$ cat src/hdl/sergrp_map.svh
// register offsets, field positions, reset values for the status register group
// assumes a 32-bit AXI4-Lite slave with one aligned word per register
`ifndef SERGRP_MAP_SVH
`define SERGRP_MAP_SVH

// =============================================================
// operation group offsets
`define SERGRP_OPER_COND   12'h000
`define SERGRP_OPER_PTR    12'h004
`define SERGRP_OPER_NTR    12'h008
`define SERGRP_OPER_EVENT  12'h00C
`define SERGRP_OPER_ENABLE 12'h010
// =============================================================
// questionable group offsets
`define SERGRP_QUES_COND   12'h020
`define SERGRP_QUES_PTR    12'h024
`define SERGRP_QUES_NTR    12'h028
`define SERGRP_QUES_EVENT  12'h02C
`define SERGRP_QUES_ENABLE 12'h030
// =============================================================
// standard event group and status byte
`define SERGRP_STD_EVENT   12'h040
`define SERGRP_STD_ENABLE  12'h044
`define SERGRP_STATUS_BYTE 12'h048
// =============================================================
// interrupt registers
`define SERGRP_IRQ_STATUS  12'h050
`define SERGRP_IRQ_ENABLE  12'h054
`define SERGRP_IRQ_CLEAR   12'h058
// =============================================================
// field positions and reset values
`define SERGRP_SB_OPER_BIT 3'd7
`define SERGRP_SB_QUES_BIT 3'd3
`define SERGRP_STD_PON_BIT 3'd7
`define SERGRP_GRP_RESET   16'h0000
`define SERGRP_STD_RESET   8'h80
`define SERGRP_IRQ_OPER    0
`define SERGRP_IRQ_QUES    1
`define SERGRP_IRQ_STD     2
`define SERGRP_RESP_OKAY   2'b00
`define SERGRP_RESP_SLVERR 2'b10

`endif

$ cat src/hdl/sergrp_pkg.sv
// types shared by the status register group files
// assumes nothing beyond a SystemVerilog compiler
package sergrp_pkg;
    // =============================================================
    // bus handshake states
    typedef enum logic [1:0] {
        SERGRP_IDLE,
        SERGRP_RESP
    } sergrp_bus_state_t;
endpackage

$ cat src/hdl/sergrp_group.sv
// one operation or questionable register group: condition, filters, event, enable
// assumes live condition inputs synchronous to clk and a one-cycle event read strobe
`timescale 1ns/1ns
module sergrp_group #(
    parameter int WIDTH = 16                       // register width
) (
    input  wire logic             clk,              // system clock
    input  wire logic             rst,              // synchronous reset, high
    input  wire logic [WIDTH-1:0] cond_in,          // live instrument state
    input  wire logic [WIDTH-1:0] ptr_q,            // positive filter
    input  wire logic [WIDTH-1:0] ntr_q,            // negative filter
    input  wire logic [WIDTH-1:0] enable_q,         // summary mask
    input  wire logic             event_rd,         // event register read strobe
    output logic      [WIDTH-1:0] cond_q,           // condition register
    output logic      [WIDTH-1:0] event_q,          // latched event register
    output logic                  summary_q,        // or of enabled events
    output logic                  edge_seen         // any event set this cycle
);
    // =============================================================
    // transition detect
    logic [WIDTH-1:0] prev_reg;                     // last cycle condition
    logic [WIDTH-1:0] rise;                         // admitted rising edges
    logic [WIDTH-1:0] fall;                         // admitted falling edges
    logic [WIDTH-1:0] hit;                          // new event bits
    logic [WIDTH-1:0] event_next;                   // next event value

    assign cond_q     = cond_in;
    assign rise       = cond_in & ~prev_reg & ptr_q;
    assign fall       = ~cond_in & prev_reg & ntr_q;
    assign hit        = rise | fall;
    // a set landing with the read survives the clear
    assign event_next = (event_rd ? {WIDTH{1'b0}} : event_q) | hit;
    assign edge_seen  = |hit;

    // prior condition tracker
    always_ff @(posedge clk) begin
        if (rst) begin
            prev_reg <= {WIDTH{1'b0}};
        end else begin
            prev_reg <= cond_in;
        end
    end

    // event latch and summary
    always_ff @(posedge clk) begin
        if (rst) begin
            event_q   <= {WIDTH{1'b0}};
            summary_q <= 1'b0;
        end else begin
            event_q   <= event_next;
            summary_q <= |(event_next & enable_q);
        end
    end
endmodule

$ cat src/hdl/sergrp_top.sv
// status register group top: operation, questionable, standard event, status byte
// assumes an AXI4-Lite master, one transfer of each kind at a time
//
// How it works
// - condition bits follow live state unlatched
// - condition read changes no register
// - filtered condition transitions set event bits
// - event bits hold until read, then clear
// - enable masks events into group summary
// - enable registers read back last write
// - positive filter rising, negative filter falling
// - both filters any change; neither, nothing
// - standard group: event and enable only
// - device clear leaves status registers alone
// - operation summary drives status byte bit 7
// - questionable summary drives status byte bit 3
//
// Register access over AXI4-Lite and the address map were chosen for this implementation.
`timescale 1ns/1ns
`include "sergrp_map.svh"
module sergrp_top
    import sergrp_pkg::*;
#(
    parameter int WIDTH = 16                       // group register width
) (
    input  wire logic             CLOCK,            // 100 MHz clock
    input  wire logic             RST,              // synchronous reset, high
    input  wire logic [WIDTH-1:0] OPER_STATE,       // live operation conditions
    input  wire logic [WIDTH-1:0] QUES_STATE,       // live questionable conditions
    input  wire logic [7:0]       STD_EVENTS,       // standard event pulses
    input  wire logic             DEV_CLEAR,        // device clear request
    input  wire logic [11:0]      S_AXI_AWADDR,     // write address
    input  wire logic             S_AXI_AWVALID,    // write address valid
    output logic                  S_AXI_AWREADY,    // write address ready
    input  wire logic [31:0]      S_AXI_WDATA,      // write data
    input  wire logic [3:0]       S_AXI_WSTRB,      // write strobes
    input  wire logic             S_AXI_WVALID,     // write data valid
    output logic                  S_AXI_WREADY,     // write data ready
    output logic [1:0]            S_AXI_BRESP,      // write response
    output logic                  S_AXI_BVALID,     // write response valid
    input  wire logic             S_AXI_BREADY,     // write response ready
    input  wire logic [11:0]      S_AXI_ARADDR,     // read address
    input  wire logic             S_AXI_ARVALID,    // read address valid
    output logic                  S_AXI_ARREADY,    // read address ready
    output logic [31:0]           S_AXI_RDATA,      // read data
    output logic [1:0]            S_AXI_RRESP,      // read response
    output logic                  S_AXI_RVALID,     // read data valid
    input  wire logic             S_AXI_RREADY,     // read data ready
    output logic [7:0]            STATUS_BYTE,      // summary status byte
    output logic                  IRQ               // level interrupt
);
    // =============================================================
    // configuration registers
    logic [WIDTH-1:0] oper_ptr_reg;                 // operation positive filter
    logic [WIDTH-1:0] oper_ntr_reg;                 // operation negative filter
    logic [WIDTH-1:0] oper_en_reg;                  // operation enable
    logic [WIDTH-1:0] ques_ptr_reg;                 // questionable positive filter
    logic [WIDTH-1:0] ques_ntr_reg;                 // questionable negative filter
    logic [WIDTH-1:0] ques_en_reg;                  // questionable enable
    logic [7:0]       std_event_reg;                // standard event latch
    logic [7:0]       std_en_reg;                   // standard enable
    logic [2:0]       irq_stat_reg;                 // sticky interrupt status
    logic [2:0]       irq_en_reg;                   // interrupt enable

    // group outputs
    logic [WIDTH-1:0] oper_cond;                    // operation condition
    logic [WIDTH-1:0] oper_event;                   // operation events
    logic             oper_sum;                     // operation summary
    logic             oper_hit;                     // operation new event
    logic [WIDTH-1:0] ques_cond;                    // questionable condition
    logic [WIDTH-1:0] ques_event;                   // questionable events
    logic             ques_sum;                     // questionable summary
    logic             ques_hit;                     // questionable new event

    // =============================================================
    // bus write side
    logic [11:0] aw_reg;                            // held write address
    logic [31:0] w_reg;                             // held write data
    logic [3:0]  ws_reg;                            // held write strobes
    logic        aw_have;                           // address captured
    logic        w_have;                            // data captured
    logic        wr_fire;                           // write commits
    logic [31:0] wmask;                             // strobe to bit mask
    logic        wr_hit;                            // address mapped

    assign wr_fire = aw_have & w_have & ~S_AXI_BVALID;
    assign wmask   = {{8{ws_reg[3]}}, {8{ws_reg[2]}}, {8{ws_reg[1]}}, {8{ws_reg[0]}}};

    // merge write data under strobes
    function automatic logic [31:0] merge(input logic [31:0] old, input logic [31:0] mask,
                                          input logic [31:0] data);
        merge = (old & ~mask) | (data & mask);
    endfunction

    // address is one of the writable registers
    function automatic logic is_writable(input logic [11:0] a);
        is_writable = (a == `SERGRP_OPER_PTR) || (a == `SERGRP_OPER_NTR) ||
                      (a == `SERGRP_OPER_ENABLE) || (a == `SERGRP_QUES_PTR) ||
                      (a == `SERGRP_QUES_NTR) || (a == `SERGRP_QUES_ENABLE) ||
                      (a == `SERGRP_STD_ENABLE) || (a == `SERGRP_IRQ_ENABLE) ||
                      (a == `SERGRP_IRQ_CLEAR);
    endfunction

    assign wr_hit = is_writable(aw_reg);

    // write address and data capture, response
    always_ff @(posedge CLOCK) begin
        if (RST) begin
            aw_have      <= 1'b0;
            w_have       <= 1'b0;
            aw_reg       <= 12'h000;
            w_reg        <= 32'h00000000;
            ws_reg       <= 4'h0;
            S_AXI_BVALID <= 1'b0;
            S_AXI_BRESP  <= `SERGRP_RESP_OKAY;
        end else begin
            if (S_AXI_AWVALID && S_AXI_AWREADY) begin
                aw_have <= 1'b1;
                aw_reg  <= S_AXI_AWADDR;
            end
            if (S_AXI_WVALID && S_AXI_WREADY) begin
                w_have <= 1'b1;
                w_reg  <= S_AXI_WDATA;
                ws_reg <= S_AXI_WSTRB;
            end
            if (wr_fire) begin
                aw_have      <= 1'b0;
                w_have       <= 1'b0;
                S_AXI_BVALID <= 1'b1;
                S_AXI_BRESP  <= wr_hit ? `SERGRP_RESP_OKAY : `SERGRP_RESP_SLVERR;
            end else if (S_AXI_BVALID && S_AXI_BREADY) begin
                S_AXI_BVALID <= 1'b0;
            end
        end
    end

    // ready while nothing held for that channel and no write response pending
    always_ff @(posedge CLOCK) begin
        if (RST) begin
            S_AXI_AWREADY <= 1'b0;
            S_AXI_WREADY  <= 1'b0;
        end else begin
            S_AXI_AWREADY <= ~aw_have & ~(S_AXI_AWVALID & S_AXI_AWREADY) & ~S_AXI_BVALID;
            S_AXI_WREADY  <= ~w_have & ~(S_AXI_WVALID & S_AXI_WREADY) & ~S_AXI_BVALID;
        end
    end

    // configuration writes; device clear does not touch any of these
    always_ff @(posedge CLOCK) begin
        if (RST) begin
            oper_ptr_reg <= `SERGRP_GRP_RESET;
            oper_ntr_reg <= `SERGRP_GRP_RESET;
            oper_en_reg  <= `SERGRP_GRP_RESET;
            ques_ptr_reg <= `SERGRP_GRP_RESET;
            ques_ntr_reg <= `SERGRP_GRP_RESET;
            ques_en_reg  <= `SERGRP_GRP_RESET;
            std_en_reg   <= 8'h00;
            irq_en_reg   <= 3'h0;
        end else if (wr_fire) begin
            case (aw_reg)
                `SERGRP_OPER_PTR:    oper_ptr_reg <= WIDTH'(merge(32'(oper_ptr_reg), wmask, w_reg));
                `SERGRP_OPER_NTR:    oper_ntr_reg <= WIDTH'(merge(32'(oper_ntr_reg), wmask, w_reg));
                `SERGRP_OPER_ENABLE: oper_en_reg  <= WIDTH'(merge(32'(oper_en_reg), wmask, w_reg));
                `SERGRP_QUES_PTR:    ques_ptr_reg <= WIDTH'(merge(32'(ques_ptr_reg), wmask, w_reg));
                `SERGRP_QUES_NTR:    ques_ntr_reg <= WIDTH'(merge(32'(ques_ntr_reg), wmask, w_reg));
                `SERGRP_QUES_ENABLE: ques_en_reg  <= WIDTH'(merge(32'(ques_en_reg), wmask, w_reg));
                `SERGRP_STD_ENABLE:  std_en_reg   <= 8'(merge(32'(std_en_reg), wmask, w_reg));
                `SERGRP_IRQ_ENABLE:  irq_en_reg   <= 3'(merge(32'(irq_en_reg), wmask, w_reg));
                default: begin
                end
            endcase
        end
    end

    // =============================================================
    // bus read side
    sergrp_bus_state_t rd_state;                    // read handshake state
    logic              rd_take;                     // read address accepted
    logic              oper_ev_rd;                  // operation event read strobe
    logic              ques_ev_rd;                  // questionable event read strobe
    logic              std_ev_rd;                   // standard event read strobe
    logic [31:0]       rd_mux;                      // selected read value
    logic              rd_hit;                      // read address mapped

    assign rd_take    = S_AXI_ARVALID & S_AXI_ARREADY;
    // event reads clear on acceptance, condition reads clear nothing
    assign oper_ev_rd = rd_take & (S_AXI_ARADDR == `SERGRP_OPER_EVENT);
    assign ques_ev_rd = rd_take & (S_AXI_ARADDR == `SERGRP_QUES_EVENT);
    assign std_ev_rd  = rd_take & (S_AXI_ARADDR == `SERGRP_STD_EVENT);

    // read data selection; enables return last written value
    assign rd_hit = (S_AXI_ARADDR[11:0] == `SERGRP_OPER_COND) || (S_AXI_ARADDR == `SERGRP_OPER_EVENT)
                  || (S_AXI_ARADDR == `SERGRP_QUES_COND) || (S_AXI_ARADDR == `SERGRP_QUES_EVENT)
                  || (S_AXI_ARADDR == `SERGRP_STD_EVENT) || (S_AXI_ARADDR == `SERGRP_STATUS_BYTE)
                  || (S_AXI_ARADDR == `SERGRP_IRQ_STATUS) || is_writable(S_AXI_ARADDR);
    assign rd_mux =
        (S_AXI_ARADDR == `SERGRP_OPER_COND)    ? 32'(oper_cond)    :
        (S_AXI_ARADDR == `SERGRP_OPER_PTR)     ? 32'(oper_ptr_reg) :
        (S_AXI_ARADDR == `SERGRP_OPER_NTR)     ? 32'(oper_ntr_reg) :
        (S_AXI_ARADDR == `SERGRP_OPER_EVENT)   ? 32'(oper_event)   :
        (S_AXI_ARADDR == `SERGRP_OPER_ENABLE)  ? 32'(oper_en_reg)  :
        (S_AXI_ARADDR == `SERGRP_QUES_COND)    ? 32'(ques_cond)    :
        (S_AXI_ARADDR == `SERGRP_QUES_PTR)     ? 32'(ques_ptr_reg) :
        (S_AXI_ARADDR == `SERGRP_QUES_NTR)     ? 32'(ques_ntr_reg) :
        (S_AXI_ARADDR == `SERGRP_QUES_EVENT)   ? 32'(ques_event)   :
        (S_AXI_ARADDR == `SERGRP_QUES_ENABLE)  ? 32'(ques_en_reg)  :
        (S_AXI_ARADDR == `SERGRP_STD_EVENT)    ? 32'(std_event_reg) :
        (S_AXI_ARADDR == `SERGRP_STD_ENABLE)   ? 32'(std_en_reg)   :
        (S_AXI_ARADDR == `SERGRP_STATUS_BYTE)  ? 32'(STATUS_BYTE)  :
        (S_AXI_ARADDR == `SERGRP_IRQ_STATUS)   ? 32'(irq_stat_reg) :
        (S_AXI_ARADDR == `SERGRP_IRQ_ENABLE)   ? 32'(irq_en_reg)   :
        32'h00000000;

    // read handshake
    always_ff @(posedge CLOCK) begin
        if (RST) begin
            rd_state      <= SERGRP_IDLE;
            S_AXI_ARREADY <= 1'b0;
            S_AXI_RVALID  <= 1'b0;
            S_AXI_RDATA   <= 32'h00000000;
            S_AXI_RRESP   <= `SERGRP_RESP_OKAY;
        end else begin
            case (rd_state)
                SERGRP_IDLE: begin
                    S_AXI_ARREADY <= ~rd_take;
                    if (rd_take) begin
                        S_AXI_RDATA  <= rd_mux;
                        S_AXI_RRESP  <= rd_hit ? `SERGRP_RESP_OKAY : `SERGRP_RESP_SLVERR;
                        S_AXI_RVALID <= 1'b1;
                        rd_state     <= SERGRP_RESP;
                    end
                end
                SERGRP_RESP: begin
                    if (S_AXI_RREADY) begin
                        S_AXI_RVALID  <= 1'b0;
                        S_AXI_ARREADY <= 1'b1;
                        rd_state      <= SERGRP_IDLE;
                    end
                end
                default: begin
                    rd_state <= SERGRP_IDLE;
                end
            endcase
        end
    end

    // =============================================================
    // operation and questionable groups
    sergrp_group #(.WIDTH(WIDTH)) u_oper (
        .clk       (CLOCK),
        .rst       (RST),
        .cond_in   (OPER_STATE),
        .ptr_q     (oper_ptr_reg),
        .ntr_q     (oper_ntr_reg),
        .enable_q  (oper_en_reg),
        .event_rd  (oper_ev_rd),
        .cond_q    (oper_cond),
        .event_q   (oper_event),
        .summary_q (oper_sum),
        .edge_seen (oper_hit)
    );

    sergrp_group #(.WIDTH(WIDTH)) u_ques (
        .clk       (CLOCK),
        .rst       (RST),
        .cond_in   (QUES_STATE),
        .ptr_q     (ques_ptr_reg),
        .ntr_q     (ques_ntr_reg),
        .enable_q  (ques_en_reg),
        .event_rd  (ques_ev_rd),
        .cond_q    (ques_cond),
        .event_q   (ques_event),
        .summary_q (ques_sum),
        .edge_seen (ques_hit)
    );

    // =============================================================
    // standard event group: event latch and enable only
    logic std_sum;                                  // standard summary
    logic std_hit;                                  // new standard event

    assign std_hit = |STD_EVENTS;
    assign std_sum = |(std_event_reg & std_en_reg);

    // power-on bit set at reset; set wins over read clear
    always_ff @(posedge CLOCK) begin
        if (RST) begin
            std_event_reg <= `SERGRP_STD_RESET;
        end else begin
            std_event_reg <= (std_ev_rd ? 8'h00 : std_event_reg) | STD_EVENTS;
        end
    end

    // =============================================================
    // status byte and interrupt
    logic [2:0] irq_src;                            // interrupt event sources
    logic [2:0] irq_clr;                            // write-one-to-clear bits

    assign irq_src = {std_hit, ques_hit, oper_hit};
    assign irq_clr = (wr_fire && aw_reg == `SERGRP_IRQ_CLEAR) ? (w_reg[2:0] & wmask[2:0]) : 3'h0;

    // summaries into status byte, unaffected by device clear
    always_ff @(posedge CLOCK) begin
        if (RST) begin
            STATUS_BYTE  <= 8'h00;
            irq_stat_reg <= 3'h0;
            IRQ          <= 1'b0;
        end else begin
            STATUS_BYTE                      <= 8'h00;
            STATUS_BYTE[`SERGRP_SB_OPER_BIT] <= oper_sum;
            STATUS_BYTE[`SERGRP_SB_QUES_BIT] <= ques_sum;
            STATUS_BYTE[5]                   <= std_sum;
            irq_stat_reg <= (irq_stat_reg & ~irq_clr) | irq_src;
            IRQ          <= |(((irq_stat_reg & ~irq_clr) | irq_src) & irq_en_reg);
        end
    end

    // device clear only affects buffers and measurements outside this block
    logic dev_clear_unused;                         // deliberately no effect
    assign dev_clear_unused = DEV_CLEAR;
endmodule

$ cat config.mk
export PLATFORM = sky130hd
export DESIGN_NAME = sergrp_top
export DESIGN_NICKNAME = d
export VERILOG_FILES = /design/src/hdl/sergrp_pkg.sv /design/src/hdl/sergrp_group.sv /design/src/hdl/sergrp_top.sv
export VERILOG_INCLUDE_DIRS = /design/src /design/src/hdl
export SDC_FILE = /design/constraint.sdc
export NUM_CORES = 1
export LEC_CHECK = 0
export BUFFER_PORTS_ARGS = -buffer_cell sky130_fd_sc_hd__buf_2
export CAP_MARGIN = 30
export CORE_ASPECT_RATIO = 1.4
export CORE_MARGIN = 2
export CORE_UTILIZATION = 54
export DETAILED_ROUTE_END_ITERATION = 7
export PLACE_DENSITY = 0.76
export SLEW_MARGIN = 40
export SYNTH_ARGS = -nofsm -noshare
export SYNTH_HDL_FRONTEND = slang
export SYNTH_SLANG_ARGS = --single-unit
$ cat constraint.sdc
create_clock -name CLOCK -period 6 [get_ports CLOCK]
set_clock_uncertainty 0.2 [all_clocks]
set_input_delay 1.5 -clock CLOCK [delete_from_list [all_inputs] [get_ports CLOCK]]
set_output_delay 1.5 -clock CLOCK [all_outputs]
set_load 0.02 [all_outputs]
==> reports/qor_table.md <==
| Step | Metric | Value |
|:---|:---|:---|
| setup path | Critical path's top delay family | simple AND/OR/NAND/NOR gates |
| drt | Antenna violation net count after detailed routing | 0 |
| die | Vertical die dimension | 175 um |
| synth | Mux cell area share after synthesis | 10.8% |
| synth | Most frequent cell after synthesis | sky130_fd_sc_hd__dfxtp_1 |
| setup path | Worst Path Arrival | 4.30 ns |
| synth | Share of the synthesized netlist area taken by xor and xnor gates | 0.0774% |
| clock tree | CTS H-Tree Depth | 1 |
| clock tree | Count of instances resized after the clock tree is built | 0 |
| sta | Actual transition at the worst max-transition pin | 0.908 ns |
| clock tree | Clock sinks | 243 |
| global route | Total routing usage reported by global routing | 31.8% |
| clock tree | Number of buffers added by the clock tree synthesis step | 24 |
| synth | Post-Synth Adder-Cell Area | 0% |
| sta | Number of pins with negative max-slew slack in the final report | 0 |
| synth | Number of flops mapped to enable cells by yosys | 0 |
| setup path | Slowest cell on crit path | sky130_fd_sc_hd__or4b_1 |
| global route | Via count of the first global-routing pass | 9989 |
| pwr | Total power divided by cell area | 282 nW/um^2 |
| pwr | Relative contribution of combinational cells to total power | 6.6% |
| setup path | Worst-path cell chain | buf_2 -> or4b_1 -> nor3_4 -> o2bb2ai_1 -> a221oi_1 -> or4_1 -> a21oi_1 |
| die | Overall die area | 22200 um^2 |
| pwr | Leakage | 4.87 nW |
| cells and area | # nets final | 1512 |
| synth | Simple-Gate Fraction of Synth Area | 23.3% |
| clock tree | Number of hold-repair buffers added at the cts stage | 0 |
| pwr | Net Sw Power | 0.852 mW |
| place | Gpl congestion | 0.980 |
| synth | Main flop type after synthesis | sky130_fd_sc_hd__dfxtp_1 |
| die | Die Width | 126 um |
| setup path | Required time reported for the critical path endpoint | 6.25 ns |
| global route | Antenna violations before repair | 2 |
| place | Quantity of I/O buffers inserted on ports | 115 |
| synth | Count of synthesis-stage warnings from yosys | 0 |
| synth | Biggest area contributors in the synthesized netlist | sky130_fd_sc_hd__dfxtp_1, sky130_fd_sc_hd__mux2i_1, sky130_fd_sc_hd__nor2_1, sky130_fd_sc_hd__a21oi_1, sky130_fd_sc_hd__nand2_1 |
| sta | Final Hold Slack | 0.250 ns |
| sta | Setup TNS Final | 0 ns |
| clock tree | Post-CTS clock slew at the launch and capture registers of the worst setup and hold paths | 0.06 ns |
| cells and area | Cell Count, Final, Fillers Out | 1678 |
| pwr | Internal power component | 2.74 mW |
| sta | Headroom to the max-slew limit | 39.1% |
| sta | Final Hold Viols | 0 |
| setup path | Bufs and invs on worst path | 1 |
| synth | Asr flop ratio synth | 0% |
| global route | Met3 Resource Use GR | 5.27% |
| synth | Area fraction of the dominant cell type after synthesis | 43.0% |
| run status | Outcome | complete, but fails checks |
| synth | Share of the synthesized area in compound gates (AO/OA/AOI/OAI) | 17.7% |
| place | Detailed-placement wirelength estimate | 25300 um |
| cells and area | Fill cell instance count of the final layout | 1771 |
| sta | Setup violations, final | 0 |
| clock tree | Root Driver | sky130_fd_sc_hd__clkbuf_16 |
| sta | Maximum operating frequency | 247 MHz |
| synth | Instance count of the mapped netlist | 1338 |
| setup path | Maximum cell stage delay along the critical path | 0.90 ns |
| sta | Final Cycle Share | 67.5% |
| global route | Grt met1 use | 39.2% |
| setup path | Sort of element at the end of the critical path | flip-flop |
| die | Number of placed I/O pins | 158 |
| drt | Count of TritonRoute iterations in the first routing pass | 8 |
| clock tree | TritonCTS clock tree | yes |
| die | Number of placement rows | 62 |
| clock tree | Setup Buffers After CTS | 0 |
| sta | Setup repair after global routing missed its margin | false |
| pwr | Switching power share of the total | 23.7% |
| cells and area | Core utilization of the finished layout | 62.0% |
| cells and area | Area Growth Syn to Fin | 12.7% |
| synth | Post-synthesis cell area | 11300 um^2 |
| setup path | Worst Setup Path Type | input pin to flip-flop |
| drt | Avg Vias per Cell | 6.25 |
| pwr | Worst IR drop on VDD | 0.000238 V |
| synth | Syn Area/Cell | 8.46 um^2 |
| synth | Largest family of logic cells by synthesized area | simple AND/OR/NAND/NOR gates |
| synth | Commonest cells in the synthesized netlist | sky130_fd_sc_hd__dfxtp_1, sky130_fd_sc_hd__nor2_1, sky130_fd_sc_hd__nand2_1, sky130_fd_sc_hd__mux2i_1, sky130_fd_sc_hd__a21oi_1 |
| cells and area | Fraction of layout instances using a drive strength above 1 | 13.2% |
| global route | Global-route wire length before repair | 55800 um |
| global route | Pin count of the biggest net entering global routing | 142 |
| place | Placed Cells | 1634 |
| setup path | CP startpoint kind | input pin |
| global route | Most used routing layer | met2 |
| drt | Total number of vias | 10500 |
| pwr | Clock Power Share | 46.6% |
| drt | Wire length per cell | 21.3 um |
| drt | Detailed-route wire length | 35700 um |
| worst hold path | Class of the most critical hold timing path | flip-flop to flip-flop |
| die | Starting Density | 55.1% |
| synth | FF+latch count, synth | 243 |
| drt | Starting DRT DRC Count | 1313 |
| setup path | Maximum net fanout on the critical path | 21 |
| synth | Fraction of the yosys area taken by sequential cells | 43.0% |
| clock tree | Maximum root-to-sink buffer count | 3 |
| synth | Count of cell types in the netlist | 72 |
| die | Area of the core region | 20600 um^2 |
| pwr | Fraction of power consumed by sequential logic | 46.8% |
| clock tree | Clock insertion delay at the later pin of the skew report | 0.53 ns |
| global route | Grt met2 use | 53.6% |
| global route | Global-route congestion overflow total | 0 |
| sta | Time the final worst path needs with I/O delays and setup | 4.05 ns |
| drt | DR DRC count | 3 |
| pwr | Overall Power | 3.60 mW |
| synth | Synth area leader | sky130_fd_sc_hd__dfxtp_1 |
| run | Max-cap violation count | 0 |
| run status | Violations in the final reports | DRC |
## kinds of logic after synthesis
group	count (synthesis)
other	1
AOI/OAI and AO/OA	316
DFF	243
and+or+nand+nor	536
xor gates and xnor gates	1
buffers and inverters	120
muxes	121
## layout make-up
cell class | count | area, um^2 | share of cell area (%)
multi-input combinational | 997 | 5960 | 46.7
clock buffer | 33 | 726 | 5.69
clock inverter | 10 | 164 | 1.29
antenna | 1 | 2.50 | 0.0196
timing repair buffer | 124 | 662 | 5.19
sequential | 243 | 4860 | 38.1
tap | 256 | 320 | 2.51
inverter | 14 | 52.6 | 0.412
## power by group through the flow
stage / sequential, mW / combinational, mW / clock, mW
2_1_floorplan: 1.71 / 0.162 / 0
3_3_place_gp: 1.72 / 0.231 / 0
3_5_place_dp: 1.72 / 0.234 / 0
4_1_cts: 1.68 / 0.236 / 1.69
5_1_grt: 1.69 / 0.261 / 1.76
6_report: 1.68 / 0.238 / 1.68
## layout by cell type (no fill, tap or decap), types with 25 or more instances in the layout
master | Yosys | routed
sky130_fd_sc_hd__a22oi_1 | 40 | 40
sky130_fd_sc_hd__o21ai_0 | 69 | 68
sky130_fd_sc_hd__clkbuf_16 | 0 | 25
sky130_fd_sc_hd__buf_2 | 17 | 114
sky130_fd_sc_hd__dfxtp_1 | 243 | 243
sky130_fd_sc_hd__nor2_1 | 197 | 197
sky130_fd_sc_hd__mux2i_1 | 119 | 119
sky130_fd_sc_hd__a21oi_1 | 109 | 109
sky130_fd_sc_hd__nand2_1 | 136 | 136
sky130_fd_sc_hd__nand3b_1 | 34 | 34
sky130_fd_sc_hd__nor2b_1 | 42 | 42
## worst reg2reg max path, stage by stage, from the launching register on
cell                       delay, ns
sky130_fd_sc_hd__dfxtp_1        0.45
sky130_fd_sc_hd__nand2_1        0.20
sky130_fd_sc_hd__or2_2          0.52
sky130_fd_sc_hd__a211oi_1       0.82
sky130_fd_sc_hd__o221ai_1       0.32
sky130_fd_sc_hd__o21ai_0        0.14
## per-layer routing
metal  wire, um  up-vias
met4       2180        2
li1           -     4873
met1      13700     4908
met2      17000      543
met5         11        -
met3       2810      158
## through the flow
| stage | setup WS [ns] | cell area (um^2) |
|---|---|---|
| 5_1_grt | 1.86 | 12800 |
| 6_report | 1.95 | 12800 |
| 2_1_floorplan | 2.51 | 11400 |
| 4_1_cts | 2.01 | 12700 |
| 3_3_place_gp | 1.51 | 11900 |
| 3_5_place_dp | 1.46 | 11900 |
## path summary, 6_finish.rpt
kind / from / to / depth (start not counted) / slack, ns
max: S_AXI_ARADDR[4] / S_AXI_RDATA[14] / 7 / 1.95
min: S_AXI_RDATA[14] / S_AXI_RDATA[14] / 2 / 0.25
max reg2reg: S_AXI_ARREADY / S_AXI_RDATA[1] / 5 / 3.29
min reg2reg: S_AXI_RDATA[14] / S_AXI_RDATA[14] / 2 / 0.25
Power figures use the tool's default switching activity.
